[src/lbdsp_pkg.sv]
package lbdsp_pkg;
   // wait states as slave, counted in clocks between start and acknowledge
   localparam logic [2:0] WAIT_RETRY = 3'h1;
   localparam logic [2:0] WAIT_BURST_WRITE = 3'h1;
   localparam logic [2:0] WAIT_POSTED_WRITE = 3'h1;
   localparam logic [2:0] WAIT_DELAYED_SINGLE = 3'h2;
   localparam logic [2:0] WAIT_DELAYED_BURST_READ = 3'h1;
   localparam logic [2:0] WAIT_UNALIGNED_MIN = 3'h1;
   // register access: clocks from start to acknowledge (ack in that cycle)
   localparam logic [2:0] REG_READ_CLOCKS = 3'h3;
   localparam logic [2:0] REG_WRITE_CLOCKS = 3'h6;
   localparam logic [1:0] REG_RETRY_MAX = 2'h2;
   localparam int ALIGN_BITS = 4;
   localparam logic [2:0] WAIT_ZERO = 3'h0;

   typedef enum logic [1:0] {
      LBDSP_KIND_POSTED,
      LBDSP_KIND_DELAYED_DONE,
      LBDSP_KIND_RETRY
   } lbdsp_kind_type;
endpackage

[src/lbdsp_local_bus_port.sv]
`timescale 1ns/1ps
// Operation
// - wait for owner to release bus before driving
// - zero-wait acknowledge completes master transfer
// - narrow port DMA: never assert low acknowledge
// - address lines ignored during DMA transfers
// - dual-address DMA never retries or errors
// - unaligned burst start has at least one wait state
// - slave wait states by cycle kind
// - register access: two retries, 3/6 clock minimum
// - image choice selects slave image 0 or 1
module lbdsp_local_bus_port (
   input wire logic mclk,
   input wire logic reset_n,
   // master side
   input wire logic masterRequest,
   input wire logic masterWrite,
   input wire logic busOwned_n,
   input wire logic grantAcknowledge_n,
   input wire logic slaveTransferAck_n,
   output logic busOwnedDrive_n,
   output logic masterStart_n,
   output logic masterDone,
   // slave side
   input wire logic transferStart_n,
   input wire logic readNotWrite,
   input wire logic burst,
   input wire logic [31:0] address,
   input wire logic bridgeWindowSelect_n,
   input wire logic registerWindowSelect_n,
   input wire logic imageChoice,
   input wire logic writePosted,
   input wire logic delayedReady,
   // dma side
   input wire logic transferGrant_n,
   input wire logic dmaPending,
   input wire logic narrowPortSetting,
   output logic transferRequest_n,
   // termination
   output logic transferAck_n,
   output logic transferError_n,
   output logic transferRetry_n,
   output logic sizeAckLow_n,
   output logic sizeAckHigh_n,
   output logic imageSelected,
   output logic dualAddressCycle
);
   import lbdsp_pkg::*;

   typedef enum logic [1:0] {MIDLE, MWAIT_FREE, MRUN} lbdsp_mstate_type;
   typedef enum logic [1:0] {SIDLE, SWAIT, SACK} lbdsp_sstate_type;

   lbdsp_mstate_type mState_reg, mState_next;
   logic busOwnedDrive_next;
   logic masterStart_next;
   logic masterDone_next;

   lbdsp_sstate_type sState_reg, sState_next;
   logic ackPulse_next;
   logic retryPulse_next;
   logic lowAck_next;
   logic highAck_next;
   logic image_reg, image_next;
   logic dual_reg, dual_next;
   logic isRetry_reg, isRetry_next;
   logic isDma_reg, isDma_next;
   logic [1:0] regRetries_reg, regRetries_next;
   logic transfer_request_n_next;
   logic waitLoad;
   logic [2:0] waitValue;
   logic waitDone;

   lbdsp_wait_counter waitCounter (
      .mclk(mclk),
      .reset_n(reset_n),
      .load(waitLoad),
      .loadValue(waitValue),
      .done(waitDone)
   );

   // master: arbitration and termination
   always_comb begin
      mState_next = mState_reg;
      busOwnedDrive_next = !busOwnedDrive_n;
      masterStart_next = 1'b0;
      masterDone_next = 1'b0;
      case (mState_reg)
         MIDLE: begin
            if (masterRequest) begin
               mState_next = MWAIT_FREE;
            end
         end
         MWAIT_FREE: begin
            if (busOwned_n && grantAcknowledge_n) begin
               mState_next = MRUN;
               busOwnedDrive_next = 1'b1;
               masterStart_next = 1'b1;
            end
         end
         MRUN: begin
            if (!slaveTransferAck_n) begin
               mState_next = MIDLE;
               busOwnedDrive_next = 1'b0;
               masterDone_next = 1'b1;
            end
         end
         default: begin
            mState_next = MIDLE;
         end
      endcase
   end

   always_ff @(posedge mclk or negedge reset_n) begin
      if (!reset_n) begin
         mState_reg <= MIDLE;
         busOwnedDrive_n <= 1'b1;
         masterStart_n <= 1'b1;
         masterDone <= 1'b0;
      end else begin
         mState_reg <= mState_next;
         busOwnedDrive_n <= !busOwnedDrive_next;
         masterStart_n <= !masterStart_next;
         masterDone <= masterDone_next;
      end
   end

   // slave: wait-state choice and termination
   always_comb begin
      sState_next = sState_reg;
      ackPulse_next = 1'b0;
      retryPulse_next = 1'b0;
      lowAck_next = 1'b0;
      highAck_next = 1'b0;
      image_next = image_reg;
      dual_next = dual_reg;
      isRetry_next = isRetry_reg;
      isDma_next = isDma_reg;
      regRetries_next = regRetries_reg;
      transfer_request_n_next = dmaPending;
      waitLoad = 1'b0;
      waitValue = WAIT_ZERO;
      case (sState_reg)
         SIDLE: begin
            if (!transferStart_n && !transferGrant_n) begin
               isDma_next = 1'b1;
               isRetry_next = 1'b0;
               dual_next = !bridgeWindowSelect_n;
               waitLoad = 1'b1;
               waitValue = WAIT_ZERO;
               sState_next = SWAIT;
            end else if (!transferStart_n && !registerWindowSelect_n) begin
               isDma_next = 1'b0;
               isRetry_next = !delayedReady && regRetries_reg < REG_RETRY_MAX;
               regRetries_next = isRetry_next ? regRetries_reg + 2'h1 : 2'h0;
               waitLoad = 1'b1;
               if (isRetry_next) begin
                  waitValue = WAIT_RETRY - 3'h1;
               end else if (readNotWrite) begin
                  waitValue = REG_READ_CLOCKS - 3'h2;
               end else begin
                  waitValue = REG_WRITE_CLOCKS - 3'h2;
               end
               sState_next = SWAIT;
            end else if (!transferStart_n && !bridgeWindowSelect_n) begin
               image_next = imageChoice;
               isDma_next = 1'b0;
               dual_next = 1'b0;
               waitLoad = 1'b1;
               isRetry_next = 1'b0;
               if (readNotWrite && !delayedReady) begin
                  isRetry_next = 1'b1;
                  waitValue = WAIT_RETRY;
               end else if (readNotWrite) begin
                  waitValue = burst ? WAIT_DELAYED_BURST_READ : WAIT_DELAYED_SINGLE;
               end else if (burst) begin
                  waitValue = WAIT_BURST_WRITE;
               end else if (writePosted) begin
                  waitValue = WAIT_POSTED_WRITE;
               end else if (!delayedReady) begin
                  isRetry_next = 1'b1;
                  waitValue = WAIT_RETRY;
               end else begin
                  waitValue = WAIT_DELAYED_SINGLE;
               end
               if (burst && address[ALIGN_BITS-1:0] != '0 && waitValue < WAIT_UNALIGNED_MIN) begin
                  waitValue = WAIT_UNALIGNED_MIN;
               end
               // counter and ack flop add one clock: load waits minus one
               waitValue = waitValue - 3'h1;
               sState_next = SWAIT;
            end
         end
         SWAIT: begin
            if (waitDone) begin
               sState_next = SACK;
               if (isRetry_reg && !(isDma_reg && dual_reg)) begin
                  retryPulse_next = 1'b1;
               end else begin
                  ackPulse_next = 1'b1;
                  highAck_next = 1'b1;
                  lowAck_next = !(isDma_reg && narrowPortSetting);
               end
            end
         end
         SACK: begin
            sState_next = SIDLE;
         end
         default: begin
            sState_next = SIDLE;
         end
      endcase
   end

   always_ff @(posedge mclk or negedge reset_n) begin
      if (!reset_n) begin
         sState_reg <= SIDLE;
         transferAck_n <= 1'b1;
         transferRetry_n <= 1'b1;
         sizeAckLow_n <= 1'b1;
         sizeAckHigh_n <= 1'b1;
         // no error source in this port, so the pin stays negated
         transferError_n <= 1'b1;
         image_reg <= 1'b0;
         dual_reg <= 1'b0;
         isRetry_reg <= 1'b0;
         isDma_reg <= 1'b0;
         regRetries_reg <= 2'h0;
         transferRequest_n <= 1'b1;
      end else begin
         sState_reg <= sState_next;
         transferAck_n <= !ackPulse_next;
         transferRetry_n <= !retryPulse_next;
         sizeAckLow_n <= !lowAck_next;
         sizeAckHigh_n <= !highAck_next;
         transferError_n <= 1'b1;
         image_reg <= image_next;
         dual_reg <= dual_next;
         isRetry_reg <= isRetry_next;
         isDma_reg <= isDma_next;
         regRetries_reg <= regRetries_next;
         transferRequest_n <= !transfer_request_n_next;
      end
   end

   assign imageSelected = image_reg;
   assign dualAddressCycle = dual_reg;

   a_master_waits_owner: assert property (@(posedge mclk) disable iff (!reset_n)
      !masterStart_n |-> $past(busOwned_n) && $past(grantAcknowledge_n))
      else $error("master started while bus owned");
   a_master_zero_wait: assert property (@(posedge mclk) disable iff (!reset_n)
      (mState_reg == MRUN && !slaveTransferAck_n) |=> masterDone)
      else $error("master ignored zero-wait acknowledge");
   a_narrow_low_ack: assert property (@(posedge mclk) disable iff (!reset_n)
      (isDma_reg && narrowPortSetting && !sizeAckHigh_n) |-> sizeAckLow_n)
      else $error("low size acknowledge in narrow dma");
   a_dual_no_retry: assert property (@(posedge mclk) disable iff (!reset_n)
      (isDma_reg && dual_reg) |-> transferRetry_n && transferError_n)
      else $error("retry or error in dual-address dma");
   a_unaligned_burst_wait: assert property (@(posedge mclk) disable iff (!reset_n)
      (sState_reg == SIDLE && !transferStart_n && !bridgeWindowSelect_n
       && registerWindowSelect_n && transferGrant_n && burst
       && address[3:0] != 4'h0) |=> transferAck_n)
      else $error("unaligned burst acknowledged without wait");
   a_delayed_single_wait: assert property (@(posedge mclk) disable iff (!reset_n)
      (sState_reg == SIDLE && !transferStart_n && !bridgeWindowSelect_n
       && registerWindowSelect_n && transferGrant_n && readNotWrite && !burst
       && delayedReady) |=> transferAck_n [*2] ##1 !transferAck_n)
      else $error("delayed single read wait count wrong");
   a_reg_read_clocks: assert property (@(posedge mclk) disable iff (!reset_n)
      (sState_reg == SIDLE && !transferStart_n && !registerWindowSelect_n
       && transferGrant_n && readNotWrite && delayedReady)
       |=> transferAck_n [*2] ##1 !transferAck_n)
      else $error("register read acknowledge early");
   a_image_choice: assert property (@(posedge mclk) disable iff (!reset_n)
      (sState_reg == SIDLE && !transferStart_n && !bridgeWindowSelect_n
       && registerWindowSelect_n && transferGrant_n) |=> imageSelected == $past(imageChoice))
      else $error("wrong slave image");
endmodule // lbdsp_local_bus_port

[src/lbdsp_wait_counter.sv]
`timescale 1ns/1ps
module lbdsp_wait_counter (
   input wire logic mclk,
   input wire logic reset_n,
   input wire logic load,
   input wire logic [2:0] loadValue,
   output logic done
);
   logic [2:0] count_reg;
   logic [2:0] count_next;
   logic busy_reg;
   logic busy_next;

   always_comb begin
      count_next = count_reg;
      busy_next = busy_reg;
      if (load) begin
         count_next = loadValue;
         busy_next = 1'b1;
      end else if (busy_reg && count_reg != 3'h0) begin
         count_next = count_reg - 3'h1;
      end else begin
         busy_next = 1'b0;
      end
   end

   always_ff @(posedge mclk or negedge reset_n) begin
      if (!reset_n) begin
         count_reg <= 3'h0;
         busy_reg <= 1'b0;
      end else begin
         count_reg <= count_next;
         busy_reg <= busy_next;
      end
   end

   assign done = busy_reg && (count_reg == 3'h0);
endmodule // lbdsp_wait_counter

[config.mk]
export PLATFORM = sky130hd
export DESIGN_NAME = lbdsp_local_bus_port
export DESIGN_NICKNAME = d
export VERILOG_FILES = /design/src/lbdsp_pkg.sv /design/src/lbdsp_local_bus_port.sv /design/src/lbdsp_wait_counter.sv
export SDC_FILE = /design/constraint.sdc
export NUM_CORES = 1
export LEC_CHECK = 0
export BUFFER_PORTS_ARGS = -buffer_cell sky130_fd_sc_hd__buf_4
export CORE_MARGIN = 2
export CORE_UTILIZATION = 35
export CTS_BUF_LIST = sky130_fd_sc_hd__clkbuf_16
export DETAILED_ROUTE_END_ITERATION = 8
export PLACE_DENSITY = 0.8
export SETUP_SLACK_MARGIN = 0.4
export SKIP_LAST_GASP = 1
export SLEW_MARGIN = 20
export SYNTH_ARGS = -nofsm -noshare
export SYNTH_HDL_FRONTEND = slang
export SYNTH_SLANG_ARGS = --single-unit
[constraint.sdc]
create_clock -name mclk -period 1.4 [get_ports mclk]
set_input_delay 0.28 -clock mclk [delete_from_list [all_inputs] [get_ports mclk]]
set_output_delay 0.28 -clock mclk [all_outputs]
set_load 0.01 [all_outputs]
; ---- After elaboration in Yosys (flattened, before gate mapping)
; Cells that the tools add are included.
[totals]
ff_bits = 21
latchBits = 0
mem_bits_rw = 0
mem_bits_ro = 0
in_bits = 50
mem_count = 0
[op_classes]
add_sub_neg = 3
n_mul = 0
n_div = 0
order_cmp = 2
n_eq_ne = 10
shifts = 0
muxes = 68
n_bitwise = 2
reduce_logical = 41
[ops]
columns = op, count
row1 = $mux W3, 17
row2 = $mux W1, 34
row3 = $mux W2, 14
row4 = $logic_not A1 Y1, 14
row5 = $logic_and A1 B1 Y1, 13
row6 = $reduce_and A3 Y1, 3
row7 = $ne A2 B2 Y1 const B, 4
row8 = $pmux W2 S3, 1
row9 = $reduce_bool A3 Y1, 2
row10 = $sub A3 B1 Y3 const B, 2
row11 = $eq A2 B1 Y1 const B, 2
row12 = $logic_not A2 Y1, 2
row13 = $ne A2 B1 Y1 const B, 2
row14 = $ne A4 B4 Y1 const B, 1
row15 = $pmux W2 S2, 1
row16 = $reduce_and A2 Y1, 2
row17 = $reduce_and A4 Y1, 1
row18 = $reduce_bool A2 Y1, 2
row19 = $reduce_bool A4 Y1, 1
row20 = $logic_not A3 Y1, 1
row21 = $lt A3 B1 Y1 const B, 1
row22 = $add A2 B1 Y2 const B, 1
row23 = $eq A2 B2 Y1 const B, 1
row24 = $lt A2 B2 Y1 const B, 1
row25 = 2 further kinds, 3

; ---- Longest topological paths before layout
[logic_depth]
word_depth = 22
ltp_mapped = 6
depth_no_buf = 6

; ---- By module
; Synthesis repeated with hierarchy kept, for this count alone.
[unflattened]
hier_cells = 116
area_unflattened_um2 = 1128.6
[modules_own_cells]
columns = module, n_inst, cells_each, area_each_um2, seq_area_each_um2
row1 = lbdsp_local_bus_port, 1, 89, 887.1, 432.9
row2 = lbdsp_wait_counter, 1, 27, 241.5, 100.1

; ---- Worst setup path after synthesis
; No wires, ideal clock.
[synth_timing]
path_kind = reg2reg
from = reg sState_reg[1]
to = reg waitCounter.count_reg[1]
arrival_time_ns = 1.264
t_required_ns = 1.279
setup_slack_ns = 0.015
stages_incl_launch_ff = 5
synth_period_minus_slack_ns = 1.385
path_cell_list = dfrtp_1 > or3_4 > a31oi_4 > a31oi_1 > o22a_1
[synth_via]
elab_chain_len = 3
[synth_rtl]
columns = item, line
row1 = "start, declared", lbdsp_local_bus_port.sv:58  ; lbdsp_sstate_type sState_reg, sState_next;
row2 = "start signal, assigned", lbdsp_local_bus_port.sv:230  ; sState_reg <= sState_next;
row3 = $logic_not A2 Y1 *, lbdsp_local_bus_port.sv:142  ; case (sState_reg)
row4 = $mux W3 / $mux W1 (equally long branches), lbdsp_local_bus_port.sv:142
row5 = $mux W3 / $reduce_bool A2 Y1 (equally long branches), n/a
row6 = "end signal, assigned", lbdsp_wait_counter.sv:32  ; count_reg <= count_next;
row7 = "end, declared", lbdsp_wait_counter.sv:9  ; logic [2:0] count_reg;
; Every way passes the cells marked *; elsewhere a longest branch is shown, timed or not.
; A chain may end at the register's enable or synchronous reset.

; ---- Worst setup path after layout
; Same ends and word-level chain as after synthesis.

==> flow_summary.html <==
<table>
<tr><th>Metric</th><th>Value</th></tr>
<tr><th colspan="2">Die</th></tr>
<tr><td>Height of the die</td><td>59.0 um</td></tr>
<tr><td>Starting utilization of the core area</td><td>37.8%</td></tr>
<tr><td>Number of placed I/O pins</td><td>61</td></tr>
<tr><td>X dimension of the die</td><td>59.0 um</td></tr>
<tr><td>Overall die area</td><td>0.00348 mm^2</td></tr>
<tr><td>Total core area</td><td>0.00281 mm^2</td></tr>
<tr><td>Placement row count</td><td>19</td></tr>
<tr><th colspan="2">Global routing</th></tr>
<tr><td>GRT Residual Overflow</td><td>0</td></tr>
<tr><td>Initial antenna violation count</td><td>0</td></tr>
<tr><td>Wire length of the first global-routing pass</td><td>4750 um</td></tr>
<tr><td>Total Routing Usage GR</td><td>18.2%</td></tr>
<tr><td>Number of global-route vias before repair</td><td>1012</td></tr>
<tr><td>Maximum number of pins on one net before global-route repair</td><td>22</td></tr>
<tr><th colspan="2">Detailed routing</th></tr>
<tr><td>DRC violations left</td><td>0</td></tr>
<tr><td>Routed wire length</td><td>2890 um</td></tr>
<tr><td>Total via count after detailed routing</td><td>970</td></tr>
<tr><td>DR pass1 iterations</td><td>4</td></tr>
<tr><td>Starting DRC count in detailed routing</td><td>13</td></tr>
<tr><td>Antenna viol nets, final</td><td>0</td></tr>
<tr><td>Wire per inst</td><td>15.3 um</td></tr>
<tr><td>Vias per cell</td><td>5.13</td></tr>
<tr><th colspan="2">Setup path</th></tr>
<tr><td>Capture point of the worst reg-to-reg path</td><td>waitCounter.count_reg[1]$_DFFE_PN0P_</td></tr>
<tr><td>FF-to-FF setup slack</td><td>-0.07 ns</td></tr>
<tr><td>Largest fanout of any net on the critical path</td><td>8</td></tr>
<tr><td>Number of cells on the worst reg-to-reg path</td><td>5</td></tr>
<tr><td>Crit Path Category</td><td>reg -&gt; reg</td></tr>
<tr><td>Required arrival time at the worst endpoint</td><td>1.54 ns</td></tr>
<tr><td>Crit. End Element</td><td>register</td></tr>
<tr><td>Element type at the critical path start</td><td>register</td></tr>
<tr><td>Worst reg2reg path startpoint</td><td>sState_reg[1]$_DFFE_PN0P_</td></tr>
<tr><td>Data arrival time of the critical path</td><td>1.61 ns</td></tr>
<tr><th colspan="2">Clock tree</th></tr>
<tr><td>Clock Latency Late Sink</td><td>0.25 ns</td></tr>
<tr><td>Number of buffers created by CTS</td><td>3</td></tr>
<tr><td>Clock-pin slew of the registers on the worst-case setup and hold paths</td><td>0.06 ns</td></tr>
<tr><td>Clk Tree Root Cell</td><td>sky130_fd_sc_hd__clkbuf_16</td></tr>
<tr><td>CTS tree</td><td>done</td></tr>
<tr><td>H-tree level count</td><td>1</td></tr>
<tr><td>Maximum clock path buffer count</td><td>2</td></tr>
<tr><td>Number of clock sinks</td><td>21</td></tr>
<tr><th colspan="2">Synth</th></tr>
<tr><td>Synth Register Bits</td><td>21</td></tr>
<tr><td>Mean cell area of the mapped netlist</td><td>10.2 um^2</td></tr>
<tr><td>Portion of the post-synthesis area used by sequential elements</td><td>50.3%</td></tr>
<tr><td>Proportion of register bits with asynchronous set or reset after synthesis</td><td>100%</td></tr>
<tr><td>Mapped Area</td><td>0.00106 mm^2</td></tr>
<tr><td>Count of flip-flops with a built-in enable after synthesis</td><td>0</td></tr>
<tr><td>Most frequently used flop master after synthesis</td><td>sky130_fd_sc_hd__dfrtp_1</td></tr>
<tr><td>Post-synthesis net count</td><td>160</td></tr>
<tr><td>Mapped Cells</td><td>104</td></tr>
<tr><td>Yosys top cell by area</td><td>sky130_fd_sc_hd__dfrtp_1</td></tr>
<tr><td>Area share of the largest cell type after synthesis</td><td>35.4%</td></tr>
<tr><td>Netlist cell types</td><td>33</td></tr>
<tr><td>Warning count from the yosys run</td><td>0</td></tr>
<tr><td>Biggest area contributors in the synthesized netlist</td><td>sky130_fd_sc_hd__dfrtp_1 (35%), sky130_fd_sc_hd__dfstp_2 (15%), sky130_fd_sc_hd__ha_1 (7.1%)</td></tr>
<tr><th colspan="2">STA</th></tr>
<tr><td>Final count of pins violating max slew</td><td>0</td></tr>
<tr><td>Number of failing setup endpoints in the final timing report</td><td>4</td></tr>
<tr><td>Sum of negative setup slack</td><td>-0.180 ns</td></tr>
<tr><td>Worst slack on hold paths</td><td>0.130 ns</td></tr>
<tr><td>Final hold violation count</td><td>0</td></tr>
<tr><td>Post-Route Skew</td><td>0.00351 ns</td></tr>
<tr><td>Final WS setup</td><td>-0.0716 ns</td></tr>
<tr><td>Unrepaired setup endpoints after global routing</td><td>yes</td></tr>
<tr><td>Timing-limited maximum frequency</td><td>0.680 GHz</td></tr>
<tr><td>Final worst-path cycle share</td><td>105%</td></tr>
<tr><td>Period minus WS final</td><td>1.47 ns</td></tr>
<tr><th colspan="2">Placement</th></tr>
<tr><td>Total instance count after detailed placement</td><td>168</td></tr>
<tr><td>Pre-CTS setup slack</td><td>-0.101 ns</td></tr>
<tr><td>Gp weighted congestion</td><td>0.907</td></tr>
<tr><td>Placed wire-length estimate</td><td>1720 um</td></tr>
<tr><td>Port-buffer cells</td><td>26</td></tr>
<tr><th colspan="2">Cells and area</th></tr>
<tr><td>Post-synthesis to final-layout area growth</td><td>69.5%</td></tr>
<tr><td>Antenna cells</td><td>0</td></tr>
<tr><td>Fill count</td><td>203</td></tr>
<tr><td>Max reg flops</td><td>3</td></tr>
<tr><td>Leading cell types in the layout, fill and taps excluded</td><td>sky130_fd_sc_hd__buf_4 (32), sky130_fd_sc_hd__buf_6 (18), sky130_fd_sc_hd__dfrtp_1 (15)</td></tr>
<tr><td>Fraction of final layout cells with drive strength greater than 1</td><td>60.1%</td></tr>
<tr><td>Commonest non-fill, non-tap cell in the layout</td><td>sky130_fd_sc_hd__buf_4</td></tr>
<tr><td>Layout Cells excl Fill</td><td>189</td></tr>
<tr><td>Final net count</td><td>215</td></tr>
<tr><th colspan="2">Pwr</th></tr>
<tr><td>Power density over the cells</td><td>1990 mW/mm^2</td></tr>
<tr><td>Max rail drop VDD</td><td>0.000949 V</td></tr>
<tr><td>Leakage power</td><td>0.814 nW</td></tr>
<tr><th colspan="2">Run status</th></tr>
<tr><td>Run status</td><td>finished, violations left</td></tr>
<tr><td>Violations in the final reports</td><td>setup timing</td></tr>
<tr><th colspan="2">Worst hold path</th></tr>
<tr><td>Hold Crit Endpoint</td><td>transferRequest_n$_DFF_PN1_</td></tr>
<tr><td>Worst Hold Class</td><td>in -&gt; reg</td></tr>
<tr><td>Worst min-delay path startpoint</td><td>dmaPending</td></tr>
<tr><td>Hold path cells</td><td>2</td></tr>
<tr><th colspan="2">Flow run</th></tr>
<tr><td>Max-capacitance violation count</td><td>0</td></tr>
</table>
[cell usage after synthesis, types with 2 or more instances]
cell type                  count
sky130_fd_sc_hd__nand3_1       4
sky130_fd_sc_hd__nor2b_1       2
sky130_fd_sc_hd__nor3b_1       3
sky130_fd_sc_hd__dfstp_2       6
sky130_fd_sc_hd__nor2_1        8
sky130_fd_sc_hd__nand2_1      14
sky130_fd_sc_hd__o21ai_0       3
sky130_fd_sc_hd__o22a_1        2
sky130_fd_sc_hd__nand2b_1      2
sky130_fd_sc_hd__inv_1        10
sky130_fd_sc_hd__a31oi_1       2
sky130_fd_sc_hd__ha_1          6
sky130_fd_sc_hd__mux2i_1       2
sky130_fd_sc_hd__a21oi_1       5
sky130_fd_sc_hd__buf_4         2
sky130_fd_sc_hd__dfrtp_1      15
sky130_fd_sc_hd__nor3_1        2
[cells by family (layout without fill, tap and decap cells)]
logic type / Yosys count / after routing / share of synthesized area (%)
XOR/XNOR: 1 / 1 / 0.827
buffers and inverters: 12 / 66 / 4.96
AO/OA/AOI/OAI: 21 / 21 / 14.6
other: 1 / 1 / 0.354
flip-flops: 21 / 21 / 50.3
AND/OR/NAND/NOR: 39 / 39 / 18.9
multiplexers: 3 / 3 / 2.95
adder cells (fa/ha/maj): 6 / 6 / 7.08
[worst max path at each step]
stage	end	from
after floorplan	waitCounter.count_reg[1]$_DFFE_PN0P_	sState_reg[1]$_DFFE_PN0P_
after global placement	waitCounter.count_reg[1]$_DFFE_PN0P_	transferStart_n
after detailed placement	waitCounter.count_reg[1]$_DFFE_PN0P_	transferStart_n
after CTS	waitCounter.count_reg[1]$_DFFE_PN0P_	sState_reg[1]$_DFFE_PN0P_
after global routing	waitCounter.count_reg[0]$_DFFE_PN0P_	sState_reg[1]$_DFFE_PN0P_
final	waitCounter.count_reg[1]$_DFFE_PN0P_	sState_reg[1]$_DFFE_PN0P_
[routing by layer]
| metal | GRT usage [%] | wire, um |
|---|---|---|
| met1 | 22.1 | 1240 |
| met2 | 32.9 | 1530 |
| met3 | 2.62 | 88 |
| met4 | 5.84 | 34 |
| met5 | 0 | 0 |
[worst max-delay path, cell delays in order, from the launching register on]
cell	delay [ns]
sky130_fd_sc_hd__dfrtp_1	0.39
sky130_fd_sc_hd__or3_4	0.40
sky130_fd_sc_hd__a31oi_4	0.17
sky130_fd_sc_hd__buf_12	0.15
sky130_fd_sc_hd__a31oi_1	0.05
sky130_fd_sc_hd__o22a_1	0.20
[power breakdown]
group,internal [mW],switching [mW]
logic,1.07,0.817
clock network,0.384,0.231
registers,0.869,0.206
[what timing repair did]
action | CTS | global route
pin swaps | 12 | 2
setup endpoints to repair | 28 | 29
endpoints found under the hold margin | 15 | 0
gates resized for setup | 35 | 13
buffers inserted | 10 | 6
hold buffers | 1 | 0
[metrics by stage]
step	cell area [um^2]	utilization (%)	power, mW
after floorplan	1080	-	1.74
after global placement	1370	48.9	2.10
after detailed placement	1370	48.9	2.17
after CTS	1680	59.9	3.22
after global routing	1800	64.1	3.81
final	1800	64.1	3.58
[cell type report]
class | instances | area (um^2) | area share, %
clock buffers | 3 | 75.1 | 4.18
clock inverters | 1 | 5.00 | 0.279
inverters | 10 | 37.5 | 2.09
multi-input cells | 71 | 634 | 35.3
flip-flops and latches | 21 | 533 | 29.7
well taps | 31 | 38.8 | 2.16
repair buffers | 52 | 473 | 26.3
(Power assumes the default switching activity.)
